--- src/inc/aiec_pkg.sv ---
package aiec_pkg;

  // ----------------------------------------
  // register offsets (byte addresses)
  // ----------------------------------------
  localparam int ADDR_W = 8;
  localparam logic [7:0] OFS_INPUT_CTRL = 8'h10;
  localparam logic [7:0] OFS_EVENT_CONTROL = 8'h14;
  localparam logic [7:0] OFS_IRQ_ENABLE_CLEAR = 8'h16;
  localparam logic [7:0] OFS_IRQ_ENABLE_SET = 8'h17;
  localparam logic [7:0] OFS_IRQ_FLAG = 8'h18;
  localparam logic [7:0] OFS_RESULT = 8'h1A;
  localparam logic [7:0] OFS_WPROT = 8'h1E;

  // ----------------------------------------
  // reset values
  // ----------------------------------------
  localparam logic [7:0] RST_EVENT_CONTROL = 8'h00;
  localparam logic [3:0] RST_IRQ_ENABLE = 4'h0;
  localparam logic [4:0] RST_POS_SEL = 5'h00;
  localparam logic [15:0] RST_RESULT = 16'h0000;

  // ----------------------------------------
  // field positions
  // ----------------------------------------
  localparam int EV_WINDOW_OUT_BIT = 5;
  localparam int EV_RESULT_OUT_BIT = 4;
  localparam int EV_FLUSH_IN_BIT = 1;
  localparam int EV_START_IN_BIT = 0;
  localparam int IRQ_SYNC_DONE_BIT = 3;
  localparam int IRQ_WINDOW_MATCH_BIT = 2;
  localparam int IRQ_OVERRUN_BIT = 1;
  localparam int IRQ_RESULT_AVAILABLE_BIT = 0;
  localparam int NUM_IRQ = 4;
  localparam int NUM_PINS = 20;

  // ----------------------------------------
  // positive input select codes
  // ----------------------------------------
  localparam logic [4:0] POS_PIN_LAST = 5'h13;
  localparam logic [4:0] POS_TEMP = 5'h18;
  localparam logic [4:0] POS_BANDGAP = 5'h19;
  localparam logic [4:0] POS_QUARTER_CORE = 5'h1A;
  localparam logic [4:0] POS_QUARTER_IO = 5'h1B;
  localparam logic [4:0] POS_DAC = 5'h1C;

  // internal source one-hot select
  typedef struct packed {
    logic dac;
    logic quarter_io_supply;
    logic quarter_core_supply;
    logic bandgap;
    logic temp;
  } aiec_int_src_t;

  // flags raised by the conversion pipeline
  typedef struct packed {
    logic sync_done;
    logic window_match;
    logic result_store;
  } aiec_conv_ev_t;

endpackage

--- src/design/aiec_ctrl.sv ---
`timescale 1ns/1ps
// Operation
// - codes 0x00..0x13 route analog pin N to the positive input
// - codes 0x18..0x1C select temp, bandgap, quarter supplies, DAC; others reserved
// - window event output enabled emits event on every window match
// - result event output enabled emits event on every available result
// - flush input enabled: incoming event flushes pipeline and starts conversion
// - start input enabled: incoming event starts a new conversion
// - enable-clear write of one clears enable and withdraws request; zero ignored
// - enable-set write of one sets enable; zero ignored
// - enables share layout sync/window/overrun/result at bits 3..0, read back
// - overrun flag with enable raises interrupt request
// - window match flag with enable raises interrupt request
// - result available flag with enable raises interrupt request
// - sync done flag with enable raises interrupt request
// - overrun flag sets when result stored before previous one read
// - result flag sets on new result; cleared by write one or result read
module aiec_ctrl (
  input wire logic clk_sys,
  input wire logic reset,
  input wire logic [aiec_pkg::ADDR_W-1:0] reg_addr,
  input wire logic [7:0] reg_wdata,
  input wire logic reg_wr,
  input wire logic reg_rd,
  output logic [7:0] reg_rdata,
  input wire logic start_event_in,
  input wire logic flush_event_in,
  input wire aiec_pkg::aiec_conv_ev_t conv_ev,
  input wire logic [15:0] conv_result,
  output logic conv_start,
  output logic conv_flush,
  output logic result_event_out,
  output logic window_event_out,
  output logic [aiec_pkg::NUM_PINS-1:0] pos_pin_sel,
  output aiec_pkg::aiec_int_src_t pos_int_sel,
  output logic pos_reserved,
  output logic irq
);
  import aiec_pkg::*;

  // --------------------------------------
  // state
  // --------------------------------------
  logic [7:0] event_control_q;
  logic [3:0] irq_enable_q;
  logic [3:0] irq_enable_d;
  logic [3:0] irq_flag_q;
  logic [3:0] irq_flag_d;
  logic [4:0] pos_sel_q;
  logic [15:0] result_q;
  logic result_unread_q;
  logic wprot_q;
  // synchroniser stages for the two event pins
  logic start_ev_s1_q;
  logic start_ev_s2_q;
  logic start_ev_s3_q;
  logic flush_ev_s1_q;
  logic flush_ev_s2_q;
  logic flush_ev_s3_q;

  // --------------------------------------
  // address decode
  // --------------------------------------
  // byte address compare, trimmed to the bus width
  function automatic logic hit(input logic [ADDR_W-1:0] a, input logic [7:0] ofs);
    hit = (a == ofs[ADDR_W-1:0]);
  endfunction

  // protected registers drop the whole write, no partial update
  wire wr_input = reg_wr && hit(reg_addr, OFS_INPUT_CTRL);
  wire wr_evctl = reg_wr && hit(reg_addr, OFS_EVENT_CONTROL) && !wprot_q;
  wire wr_ien_clr = reg_wr && hit(reg_addr, OFS_IRQ_ENABLE_CLEAR) && !wprot_q;
  wire wr_ien_set = reg_wr && hit(reg_addr, OFS_IRQ_ENABLE_SET) && !wprot_q;
  wire wr_flag = reg_wr && hit(reg_addr, OFS_IRQ_FLAG);
  wire wr_wprot = reg_wr && hit(reg_addr, OFS_WPROT);
  // either result byte counts as reading the result
  wire rd_res_lo = reg_rd && hit(reg_addr, OFS_RESULT);
  wire rd_res_hi = reg_rd && hit(reg_addr, OFS_RESULT + 8'h01);
  wire rd_result = rd_res_lo || rd_res_hi;

  // --------------------------------------
  // event inputs: synchronise and edge detect
  // --------------------------------------
  // two stages settle the pin, the third holds the last level for edges
  wire start_ev_edge = start_ev_s2_q && !start_ev_s3_q;
  wire flush_ev_edge = flush_ev_s2_q && !flush_ev_s3_q;

  always_ff @(posedge clk_sys or posedge reset) begin
    if (reset) begin
      start_ev_s1_q <= 1'b0;
      start_ev_s2_q <= 1'b0;
      start_ev_s3_q <= 1'b0;
      flush_ev_s1_q <= 1'b0;
      flush_ev_s2_q <= 1'b0;
      flush_ev_s3_q <= 1'b0;
    end else begin
      start_ev_s1_q <= start_event_in;
      start_ev_s2_q <= start_ev_s1_q;
      start_ev_s3_q <= start_ev_s2_q;
      flush_ev_s1_q <= flush_event_in;
      flush_ev_s2_q <= flush_ev_s1_q;
      flush_ev_s3_q <= flush_ev_s2_q;
    end
  end

  // --------------------------------------
  // conversion requests and output events
  // --------------------------------------
  // a flush also starts a conversion, start and flush pulses in the same cycle
  wire flush_go = flush_ev_edge && event_control_q[EV_FLUSH_IN_BIT];
  wire start_go = (start_ev_edge && event_control_q[EV_START_IN_BIT]) || flush_go;

  // registered pulses toward the pipeline and the event system
  always_ff @(posedge clk_sys or posedge reset) begin
    if (reset) begin
      conv_start <= 1'b0;
      conv_flush <= 1'b0;
      result_event_out <= 1'b0;
      window_event_out <= 1'b0;
    end else begin
      conv_start <= start_go;
      conv_flush <= flush_go;
      result_event_out <= conv_ev.result_store && event_control_q[EV_RESULT_OUT_BIT];
      window_event_out <= conv_ev.window_match && event_control_q[EV_WINDOW_OUT_BIT];
    end
  end

  // --------------------------------------
  // configuration registers
  // --------------------------------------
  // bits of event_control that hold state; the rest read back zero
  logic [7:0] ev_keep;
  always_comb begin
    ev_keep = 8'h00;
    ev_keep[EV_WINDOW_OUT_BIT] = 1'b1;
    ev_keep[EV_RESULT_OUT_BIT] = 1'b1;
    ev_keep[EV_FLUSH_IN_BIT] = 1'b1;
    ev_keep[EV_START_IN_BIT] = 1'b1;
  end

  // event control, input select and write protect
  always_ff @(posedge clk_sys or posedge reset) begin
    if (reset) begin
      event_control_q <= RST_EVENT_CONTROL;
      pos_sel_q <= RST_POS_SEL;
      wprot_q <= 1'b0;
    end else begin
      if (wr_evctl) begin
        event_control_q <= reg_wdata & ev_keep; // only defined bits held
      end
      if (wr_input) begin
        pos_sel_q <= reg_wdata[4:0];
      end
      if (wr_wprot) begin
        wprot_q <= reg_wdata[0];
      end
    end
  end

  // next enables: set and clear views of one register
  always_comb begin
    irq_enable_d = irq_enable_q;
    if (wr_ien_clr) begin
      irq_enable_d = irq_enable_q & ~reg_wdata[3:0];
    end else if (wr_ien_set) begin
      irq_enable_d = irq_enable_q | reg_wdata[3:0];
    end
  end

  // interrupt enable register
  always_ff @(posedge clk_sys or posedge reset) begin
    if (reset) begin
      irq_enable_q <= RST_IRQ_ENABLE;
    end else begin
      irq_enable_q <= irq_enable_d;
    end
  end

  // --------------------------------------
  // result store and flags
  // --------------------------------------
  // a read in the same cycle as a store takes the old value in time
  wire overrun_ev = conv_ev.result_store && result_unread_q && !rd_result;

  always_comb begin
    irq_flag_d = irq_flag_q;
    if (wr_flag) begin
      irq_flag_d = irq_flag_d & ~reg_wdata[3:0];
    end
    if (rd_result) begin
      irq_flag_d[IRQ_RESULT_AVAILABLE_BIT] = 1'b0;
      irq_flag_d[IRQ_WINDOW_MATCH_BIT] = 1'b0;
    end
    // set wins over clear
    if (conv_ev.sync_done) begin
      irq_flag_d[IRQ_SYNC_DONE_BIT] = 1'b1;
    end
    if (conv_ev.window_match) begin
      irq_flag_d[IRQ_WINDOW_MATCH_BIT] = 1'b1;
    end
    if (overrun_ev) begin
      irq_flag_d[IRQ_OVERRUN_BIT] = 1'b1;
    end
    if (conv_ev.result_store) begin
      irq_flag_d[IRQ_RESULT_AVAILABLE_BIT] = 1'b1;
    end
  end

  // flags, held result and whether software has read it
  always_ff @(posedge clk_sys or posedge reset) begin
    if (reset) begin
      irq_flag_q <= 4'h0;
      result_q <= RST_RESULT;
      result_unread_q <= 1'b0;
    end else begin
      irq_flag_q <= irq_flag_d;
      if (conv_ev.result_store) begin
        result_q <= conv_result;
        result_unread_q <= 1'b1;
      end else if (rd_result) begin
        result_unread_q <= 1'b0;
      end
    end
  end

  // --------------------------------------
  // interrupt output
  // --------------------------------------
  // next flags against next enables, so a clear withdraws at once
  logic [3:0] irq_pend;
  assign irq_pend = irq_flag_d & irq_enable_d;

  // level output, registered
  always_ff @(posedge clk_sys or posedge reset) begin
    if (reset) begin
      irq <= 1'b0;
    end else begin
      irq <= |irq_pend;
    end
  end

  // --------------------------------------
  // read data, one cycle after strobe
  // --------------------------------------
  // register picked by address; result bytes only on a read
  logic [7:0] rd_mux;
  always_comb begin
    rd_mux = 8'h00;
    if (hit(reg_addr, OFS_INPUT_CTRL)) begin
      rd_mux = {3'h0, pos_sel_q};
    end else if (hit(reg_addr, OFS_EVENT_CONTROL)) begin
      rd_mux = event_control_q;
    end else if (hit(reg_addr, OFS_IRQ_ENABLE_CLEAR) || hit(reg_addr, OFS_IRQ_ENABLE_SET)) begin
      rd_mux = {4'h0, irq_enable_q};
    end else if (hit(reg_addr, OFS_IRQ_FLAG)) begin
      rd_mux = {4'h0, irq_flag_q};
    end else if (rd_res_lo) begin
      rd_mux = result_q[7:0];
    end else if (rd_res_hi) begin
      rd_mux = result_q[15:8];
    end else if (hit(reg_addr, OFS_WPROT)) begin
      rd_mux = {7'h00, wprot_q};
    end
  end

  // idle cycles show zero so no stale byte lingers
  always_ff @(posedge clk_sys or posedge reset) begin
    if (reset) begin
      reg_rdata <= 8'h00;
    end else begin
      reg_rdata <= reg_rd ? rd_mux : 8'h00;
    end
  end

  // --------------------------------------
  // positive input selection
  // --------------------------------------
  logic [NUM_PINS-1:0] pin_sel_c;
  aiec_int_src_t int_sel_c;
  logic reserved_c;

  // decoder sees the held code; its outputs are registered below
  aiec_pos_mux_dec u_dec (
    .code(pos_sel_q),
    .pin_sel(pin_sel_c),
    .int_sel(int_sel_c),
    .reserved(reserved_c)
  );

  // registered select outputs; reserved codes drive nothing
  always_ff @(posedge clk_sys or posedge reset) begin
    if (reset) begin
      pos_pin_sel <= '0;
      pos_int_sel <= '0;
      pos_reserved <= 1'b0;
    end else begin
      pos_pin_sel <= pin_sel_c;
      pos_int_sel <= int_sel_c;
      pos_reserved <= reserved_c;
    end
  end
endmodule // aiec_ctrl

--- src/design/aiec_pos_mux_dec.sv ---
`timescale 1ns/1ps
module aiec_pos_mux_dec (
  input wire logic [4:0] code,
  output logic [aiec_pkg::NUM_PINS-1:0] pin_sel,
  output aiec_pkg::aiec_int_src_t int_sel,
  output logic reserved
);
  import aiec_pkg::*;

  // --------------------------------------
  // decode
  // --------------------------------------
  logic is_pin;
  assign is_pin = (code <= POS_PIN_LAST);

  // one pin per code in the pin range
  always_comb begin
    pin_sel = '0;
    if (is_pin) begin
      pin_sel[code] = 1'b1;
    end
  end

  // internal sources
  assign int_sel.temp = (code == POS_TEMP);
  assign int_sel.bandgap = (code == POS_BANDGAP);
  assign int_sel.quarter_core_supply = (code == POS_QUARTER_CORE);
  assign int_sel.quarter_io_supply = (code == POS_QUARTER_IO);
  assign int_sel.dac = (code == POS_DAC);
  assign reserved = !is_pin && (int_sel == '0);
endmodule // aiec_pos_mux_dec

--- config.mk ---
export PLATFORM = sky130hd
export DESIGN_NAME = aiec_ctrl
export DESIGN_NICKNAME = d
export VERILOG_FILES = /design/src/inc/aiec_pkg.sv /design/src/design/aiec_ctrl.sv /design/src/design/aiec_pos_mux_dec.sv
export SDC_FILE = /design/constraint.sdc
export NUM_CORES = 1
export LEC_CHECK = 0
export BUFFER_PORTS_ARGS = -buffer_cell sky130_fd_sc_hd__buf_2
export CORE_MARGIN = 2
export CORE_UTILIZATION = 40
export DETAILED_ROUTE_END_ITERATION = 6
export PLACE_DENSITY = 0.65
export SLEW_MARGIN = 10
export SYNTH_ARGS = -nofsm -noshare
export SYNTH_HDL_FRONTEND = slang
export SYNTH_SLANG_ARGS = --single-unit
--- constraint.sdc ---
create_clock -name clk_sys -period 2.17 [get_ports clk_sys]
set_input_delay 0.3255 -clock clk_sys [delete_from_list [all_inputs] [get_ports clk_sys]]
set_output_delay 0.3255 -clock clk_sys [all_outputs]
set_load 0.005 [all_outputs]
# [After elaboration in Yosys (flattened, before gate mapping)]
# Cells that the tools add are included.
[word_totals] reg_bits=80 inputBits=41
[op_classes] n_bitwise=5 n_reduce_logical=32 n_lt_le_gt_ge=3 mux=22 eq_ne=13
[ops] cell="8-bit by 5-bit == test with 1-bit output, second input constant" count=8
[ops] cell="8-bit two-way mux" count=7
[ops] cell="5-bit == test, second input constant" count=5
[ops] cell="1-bit logical AND" count=21
[ops] cell="20-bit two-way mux" count=1
[ops] cell="4-bit bitwise AND" count=3
[ops] cell="4-bit two-way mux" count=3
[ops] cell="1-bit two-way mux" count=10
[ops] cell="5-bit by 6-bit less-than comparator with 1-bit output, second input constant" count=1
[ops] cell="1-bit demux with 5-bit select" count=1
[ops] cell="5-bit by 1-bit greater-or-equal comparator with 1-bit output, second input constant" count=1
[ops] cell="5-bit less-or-equal comparator, second input constant" count=1
[ops] cell="1-bit logical NOT" count=5
[ops] cell="5-bit logical NOT" count=1
[ops] cell="4-bit inverter" count=1
[ops] cell="4-bit bitwise OR" count=1
[ops] cell="4-bit OR reduction" count=1
[ops] cell="1-bit logical OR" count=3
[ops] cell="2-bit nonzero test" count=1

# [Longest topological paths before layout]
# Gate-level depths: netlist (run 1).
[depth] word_depth=9 ltp_mapped=6 ltp_nobuf=5

# [Cells and area by module]
# Synthesis (run 1) repeated with hierarchy kept, for this count alone.
[hier_totals] hier_cells=248 area_unflattened_um2=3210.6
[modules_own_cells] module="aiec_ctrl" area_per_inst_um2=3025.4 cells_per_inst=208 n_inst=1
[modules_own_cells] module="aiec_pos_mux_dec" area_per_inst_um2=185.2 cells_per_inst=40 n_inst=1

# [Least setup slack after synthesis (run 1)]
# OpenSTA, ideal clock, no wires.
[synth_timing] path_type="input to register" from="in reg_addr[0] in the netlist's numbering" to="reg irq" stages=6 t_required_ps=2044 setup_slack_ps=437 arrival_ps=1607 cell_sequence="buf_2 > nor3_1 > nand4_1 > a31o_1 > a22o_1 > a221o_1"
[synth_via] elab_cells_between_ends=26 cone_classes="eq/ne: 5; mux: 9; bitwise: 1; reduce/logical: 11"
[synth_lines] element="from (decl)" line_no="aiec_ctrl.sv:21" text="input wire logic [aiec_pkg::ADDR_W-1:0] reg_addr,"
[synth_lines] element="8-bit by 5-bit == test with 1-bit output" line_no="aiec_ctrl.sv:66" text="hit = (a == ofs[ADDR_W-1:0]);"
[synth_lines] element="1-bit logical AND, on equally long branches" line_no="aiec_ctrl.sv:74, aiec_ctrl.sv:77, aiec_ctrl.sv:78"
[synth_lines] element="4-bit two-way mux or 1-bit logical OR (tied branches)" line_no="aiec_ctrl.sv:187, aiec_ctrl.sv:79"
[synth_lines] element="1-bit two-way mux *" line_no="aiec_ctrl.sv:190" text="if (rd_result) begin"
[synth_lines] element="1-bit two-way mux *" line_no="aiec_ctrl.sv:198" text="if (conv_ev.window_match) begin"
[synth_lines] element="net irq_flag_d[2]" line_no="aiec_ctrl.sv:48" text="logic [3:0] irq_flag_d;"
[synth_lines] element="4-bit bitwise AND *" line_no="aiec_ctrl.sv:231" text="assign irq_pend = irq_flag_d & irq_enable_d;"
[synth_lines] element="4-bit OR reduction *" line_no="aiec_ctrl.sv:238" text="irq <= |irq_pend;"
[synth_lines] element="to (signal assigned)" line_no="aiec_ctrl.sv:238"
[synth_lines] element="to (decl)" line_no="aiec_ctrl.sv:37" text="output logic irq"
# The timed path passes the listed nets; every way through them passes the cells marked *.
# A chain may end at the register's enable or synchronous reset.

# [Worst setup path after layout (run 1)]
[layout_timing] from="reg wprot_q" to="reg irq"
[layout_via] elab_chain_cells=6 elab_cells_between_ends=7 cone_classes="mux: 2; bitwise: 1; reduce/logical: 4"
[layout_rtl] element="from (decl)" line_no="aiec_ctrl.sv:52" text="logic wprot_q;"
[layout_rtl] element="from (signal assigned)" line_no="aiec_ctrl.sv:155" text="wprot_q <= reg_wdata[0];"
[layout_rtl] element="1-bit logical NOT *" line_no="aiec_ctrl.sv:72, aiec_ctrl.sv:73"
[layout_rtl] element="1-bit logical AND" line_no="aiec_ctrl.sv:73" text="wire wr_ien_set = reg_wr && hit(reg_addr, OFS_IRQ_ENABLE_SET) && !wprot_q;"
[layout_rtl] element="4-bit two-way mux" line_no="aiec_ctrl.sv:165" text="end else if (wr_ien_set) begin"
[layout_rtl] element="4-bit two-way mux *" line_no="aiec_ctrl.sv:163" text="if (wr_ien_clr) begin"
[layout_rtl] element="net irq_enable_d[2]" line_no="aiec_ctrl.sv:46" text="logic [3:0] irq_enable_d;"
[layout_rtl] element="4-bit bitwise AND *" line_no="aiec_ctrl.sv:231"
[layout_rtl] element="4-bit OR reduction *" line_no="aiec_ctrl.sv:238"
# Marks and branches as above.

==> run_results.csv, run 1 <==
group,metric,value,unit
place,place_congestion,0.851,
worst_setup_path,crit_type,"flip-flop to flip-flop",
power,p_total,2.75,mW
synthesis,synth_edf_count,0,
synthesis,ys_async_sr_fraction,100,%
global_routing,grt_overflow_total,0,
synthesis,ys_types,48,
worst_setup_path,worstSetupEndpointType,"flip-flop",
cts,clkTransAtPathRegs,80,ps
sta,setup_viol,0,
sta,slew_headroom,59.3,%
sta,fin_setup_tns,0,ps
global_routing,antenna_found_initial,0,
sta,fin_ws,316,ps
cts,ctsHoldBuffers,0,
outcome,status,"completed",
sta,skew,7.48,ps
synthesis,synthesis.nets,292,
sta,finalHoldViolCount,0,
global_routing,grt_start_max_net_pins,29,
global_routing,grt_pass1_wl,11100,um
synthesis,synth.avg_cell_area,12.7,sq um
synthesis,syn_inst,251,
power,ir_drop,0.000520,V
global_routing,gr-usage-all-layers,16.7,%
sta,period_share,85.4,%
sta,max_freq,0.539,GHz
cells_and_area,final_cell_mix,"dfrtp_1 (80), buf_2 (77), nor2_1 (32)",
global_routing,first_global_vias,2222,
cts,clock_latency,350,ps
worst_setup_path,critPathRequiredTime,2410,ps
cts,clock-sinks,80,
cts,root_buffer,"clkbuf_8",
die,rows,32,
detailed_routing,ant_nets,0,
cts,cts_resized,0,
sta,maxSlewViolCount,0,
cts,htree_levels,3,
synthesis,synth-main-ff-cell,"dfrtp_1",
cells_and_area,ff_latch_area,2000,sq um
die,io_pins,80,
cells_and_area,finish.utilization,50.3,%
cts,numCtsBuffers,9,
detailed_routing,vias,2199,
detailed_routing,firstDrtPassIters,4,
worst_setup_path,cp.arrival,2090,ps
sta,tightest_slew,609,ps
power,leakage,1.93,nW
synthesis,seq_area_frac_synth,62.7,%
cts,post-cts-setup-buffers,0,
place,dp_hpwl,4930,um
cells_and_area,drive_gt1_share,41.7,%
detailed_routing,routed_via_density,5.00,
cells_and_area,final_common_cell,"dfrtp_1",
synthesis,synth_warnings,0,
run,maxCapViolCount,0,
die,die-height,93.3,um
detailed_routing,drtIter0Drc,112,
hold_path,hold_path_class,"primary input to asynchronous set/reset pin",
worst_setup_path,startpoint,"wprot_q$_DFFE_PP0P_",
place,io_buffers,77,
die,die-area,8710,sq um
worst_setup_path,r2r-start,"wprot_q$_DFFE_PP0P_",
cells_and_area,fin_nets,375,
cells_and_area,area_delta_synth_final,21.8,%
power,cellPowerDensity,707,nW/um^2
synthesis,syn-cell-area,3190,sq um
sta,holdWs,42.4,ps
cts,clk_path_buf_depth,2,
die,die_w,93.3,um
detailed_routing,drc,0,
place,dpl_worst_slack,117,ps
cells_and_area,n_antenna_cell,0,
cells_and_area,fill_cells,698,
die,core_area,7730,sq um
sta,rsz0062_at_grt,"no",
detailed_routing,wl_per_cell,15.2,um
detailed_routing,wirelength,6670,um
cells_and_area,multi_input_area,1110,sq um
cts,cts_tree,"built",
worst_setup_path,crit_fanout,5,
die,start_util,41.3,%
sta,period_needed,1850,ps
worst_setup_path,startpoint_type,"flip-flop",
synthesis,ys_seq_elements,80,
## where the power goes
group | switching [mW] | total, mW | internal (mW)
Sequential | 0.0368 | 1.59 | 1.55
Combinational | 0.127 | 0.239 | 0.113
Clock | 0.512 | 0.918 | 0.406
Total | 0.675 | 2.75 | 2.07
## state kept, by name, indices dropped and copies added (netlist names), 4 cells and up
signal,count
irq_enable_q,4
reg_rdata,8
event_control_q,4
result_q,16
irq_flag_q,4
pos_pin_sel,20
pos_sel_q,5
pos_int_sel,5
## per-stage QoR
| step | cells | cell area, sq um |
|---|---|---|
| finish | 440 | 3890 |
| global placement | 425 | 3720 |
| CTS | 440 | 3890 |
| global route | 440 | 3890 |
| detailed placement | 425 | 3720 |
| floorplan | 251 | 3190 |
## critical path: stages, from the launching register on
cell,delay (ps)
dfrtp_1,400
and4bb_1,380
nand4_1,160
mux2_4,340
a22o_1,200
a221o_1,260
## layer usage
metal,share of wire [%],global-route usage (%)
met5,0,0
met2,49,26.3
met3,5.7,4.03
met1,44,22.2
met4,1.4,6.74
## Yosys cell counts, drive strengths merged (3+ instances only)
cell type,count,area [sq um]
mux2i,9,90.1
dfrtp,80,2000
a21oi,7,35.0
nand2,9,36.3
o21ai,3,15.0
mux2,30,345
inv,5,18.8
buf,7,37.5
clkbuf,7,26.3
and2,3,18.8
a31o,3,26.3
nand2b,3,18.8
nor2,33,126
nand3,6,35.0
or2,3,18.8
nand4,8,50.1
nor3,6,30.0
## final cells by class
| cell class | instances | share of cell area (%) |
|---|---|---|
| sequential | 80 | 51.5 |
| clock buffer | 10 | 3.28 |
| timing repair buffer | 86 | 12.0 |
| inverter | 5 | 0.580 |
| multi-input combinational | 152 | 28.5 |
| tap | 102 | 3.28 |
| clock inverter | 5 | 0.901 |
## worst paths after layout
path                                                  to  slack [ps]  cells past startpoint
worst max-delay path                       irq$_DFF_PP0_         320                      5
worst min-delay path            pos_pin_sel[7]$_DFF_PP0_          40                      2
worst max register to register             irq$_DFF_PP0_         320                      5
worst min register to register   flush_ev_s2_q$_DFF_PP0_         360                      0
max in group asynchronous         reg_rdata[6]$_DFF_PP0_        1470                      3
min in group clk_sys             start_ev_s1_q$_DFF_PP0_          70                      1
## logic make-up (layout without fill, tap and decap cells)
group                  count (synthesis)  count (layout)  share of synthesized area (%)
AOI/OAI and AO/OA                     32              32                           7.57
buffers and inverters                 19             106                           2.59
DFF                                   80              80                           62.7
and+or+nand+nor                       81              81                           13.5
muxes                                 39              39                           13.6
No activity file was read; power rests on OpenSTA's default activity.
==> inputs of run 2 (changes only) <==
clock period = 1.7 ns   (was 2.17 ns; I/O delays follow)
==> run_results.csv, run 2 (synthesized netlist as in run 1, its figures left out) <==
group,metric,value,unit
outcome,status,"complete, but fails checks",
outcome,failed_checks,"negative setup slack",
cts,numCtsBuffers,9,
sta,skew,5.60,ps
die,die_w,93.3,um
sta,fin_ws,-61.0,ps
cts,clock_latency,340,ps
global_routing,grt_start_max_net_pins,30,
sta,slew_headroom,60.2,%
global_routing,gr-usage-all-layers,17.3,%
detailed_routing,firstDrtPassIters,4,
cells_and_area,fill_cells,693,
worst_setup_path,cp.arrival,1980,ps
sta,finalHoldViolCount,0,
power,ir_drop,0.000484,V
place,place_inst,438,
cells_and_area,reg_top3,"pos_pin_sel x20, result_q x16, reg_rdata x8",
global_routing,grt_pass1_wl,11400,um
die,core_area,7730,sq um
sta,period_needed,1760,ps
sta,setup_viol,1,
worst_setup_path,worst_path_max_delay_cell,"dfrtp_1",
sta,period_share,104,%
cells_and_area,fin_nets,392,
cts,cts_tree,"built",
cells_and_area,final_common_cell,"dfrtp_1",
die,rows,32,
sta,holdWs,24.1,ps
place,io_buffers,77,
cells_and_area,drive_gt1_share,43.9,%
cells_and_area,final_cell_mix,"dfrtp_1 (80), buf_2 (77), nor2_1 (32)",
global_routing,grt_overflow_total,0,
cells_and_area,multi_input_area,1110,sq um
die,die-height,93.3,um
worst_setup_path,crit_fanout,4,
detailed_routing,drtIter0Drc,105,
power,cellPowerDensity,922,nW/um^2
cts,clock-sinks,80,
place,dp_hpwl,5130,um
worst_setup_path,max_stage_delay,380,ps
global_routing,first_global_vias,2246,
cts,clkTransAtPathRegs,70,ps
place,dpl_cell_area,3830,sq um
cells_and_area,largest_register,"pos_pin_sel",
place,place_congestion,0.879,
global_routing,antenna_found_initial,0,
cts,clk_path_buf_depth,2,
worst_setup_path,worstSetupEndpointType,"flip-flop",
run,maxCapViolCount,0,
detailed_routing,drc,0,
cells_and_area,finalNonFillerCells,457,
cells_and_area,ff_latch_area,2000,sq um
cells_and_area,n_antenna_cell,0,
cts,root_buffer,"clkbuf_8",
place,dpl_worst_slack,-274,ps
sta,max_freq,0.568,GHz
sta,rsz0062_at_grt,"yes",
cts,htree_levels,3,
cells_and_area,fin_area,4070,sq um
detailed_routing,vias,2290,
sta,maxSlewViolCount,0,
die,die-area,8710,sq um
worst_setup_path,critPathRequiredTime,1920,ps
power,leakage,2.04,nW
detailed_routing,wirelength,6920,um
cells_and_area,largest_reg_flops,20,
detailed_routing,ant_nets,0,
die,io_pins,80,
worst_setup_path,startpoint_type,"flip-flop",
hold_path,hold_path_class,"primary input to flip-flop",
sta,fin_setup_tns,-61.0,ps
detailed_routing,routed_via_density,5.01,
cells_and_area,area_delta_synth_final,27.5,%
die,start_util,41.3,%
detailed_routing,wl_per_cell,15.1,um
sta,tightest_slew,595,ps
worst_setup_path,crit_type,"flip-flop to flip-flop",
worst_setup_path,path_cells,"and4bb_2 > nand4_1 > mux2_4 > a22o_1 > a221o_1",
run 2: changes by cell type in the layout (fill, tap and decap cells not counted):
cell           previous run  this run
and4bb_1                  1         0
and4bb_2                  0         1
buf_12                    1         2
buf_4                     8        22
bufinv_16                 0         1
clkbuf_1                  1         2
clkbuf_8                  9        11
clkinv_2                  1         0
clkinv_4                  0         1
clkinvlp_4                5         1
dlygate4sd3_1             0         2
run 2: cell type report:
cell class	count	area share (%)
Timing Repair Buffer	103	15.0
Clock inverter	2	0.954
Sequential cell	80	49.2
Inverter	5	0.554
Tap cell	102	3.14
Multi-Input combinational cell	152	27.2
Clock buffer	13	3.91
run 2: final timing paths:
path | start | endpoint | slack, ps | cells past startpoint
min reg2reg | flush_ev_s1_q$_DFF_PP0_ | flush_ev_s2_q$_DFF_PP0_ | 350 | 0
min in group asynchronous | reset | pos_int_sel[3]$_DFF_PP0_ | 530 | 3
max in group asynchronous | reset | reg_rdata[6]$_DFF_PP0_ | 650 | 4
max | wprot_q$_DFFE_PP0P_ | irq$_DFF_PP0_ | -60 | 5
min | flush_event_in | flush_ev_s1_q$_DFF_PP0_ | 20 | 1
max reg2reg | wprot_q$_DFFE_PP0P_ | irq$_DFF_PP0_ | -60 | 5
run 2: what timing repair did:
item,in CTS,in global routing
buffers inserted,2,0
pin swaps,4,1
endpoints found under the hold margin,26,0
hold buffers,2,0
setup endpoints to repair,1,1
resized for setup,1,0
run 2: stage by stage:
stage,total power [mW],utilization (%)
floorplan,2.24,-
global placement,2.38,49.6
detailed placement,2.39,49.6
CTS,3.80,52.6
global route,3.93,52.6
finish,3.75,52.6
run 2: metal layers:
layer / track usage, % / part of all wire (%) / vias to the layer above
met3: 4.11 / 5.9 / 8
met5: 0 / 0 / -
met1: 23.7 / 44 / 1113
met2: 27.3 / 49 / 83
li1: - / - / 1086
met4: 5.15 / 1.1 / 0
run 2: power by group:
group	internal [mW]	switching [mW]
Clock	0.755	0.632
Combinational	0.163	0.169
Sequential	1.98	0.0491
run 2: critical path, delay by kind of cell, from the launching register on:
kind             cells  cell delay [ps]
AO/OA/AOI/OAI        2              470
flip-flops           1              380
multiplexers         1              330
AND/OR/NAND/NOR      2              470
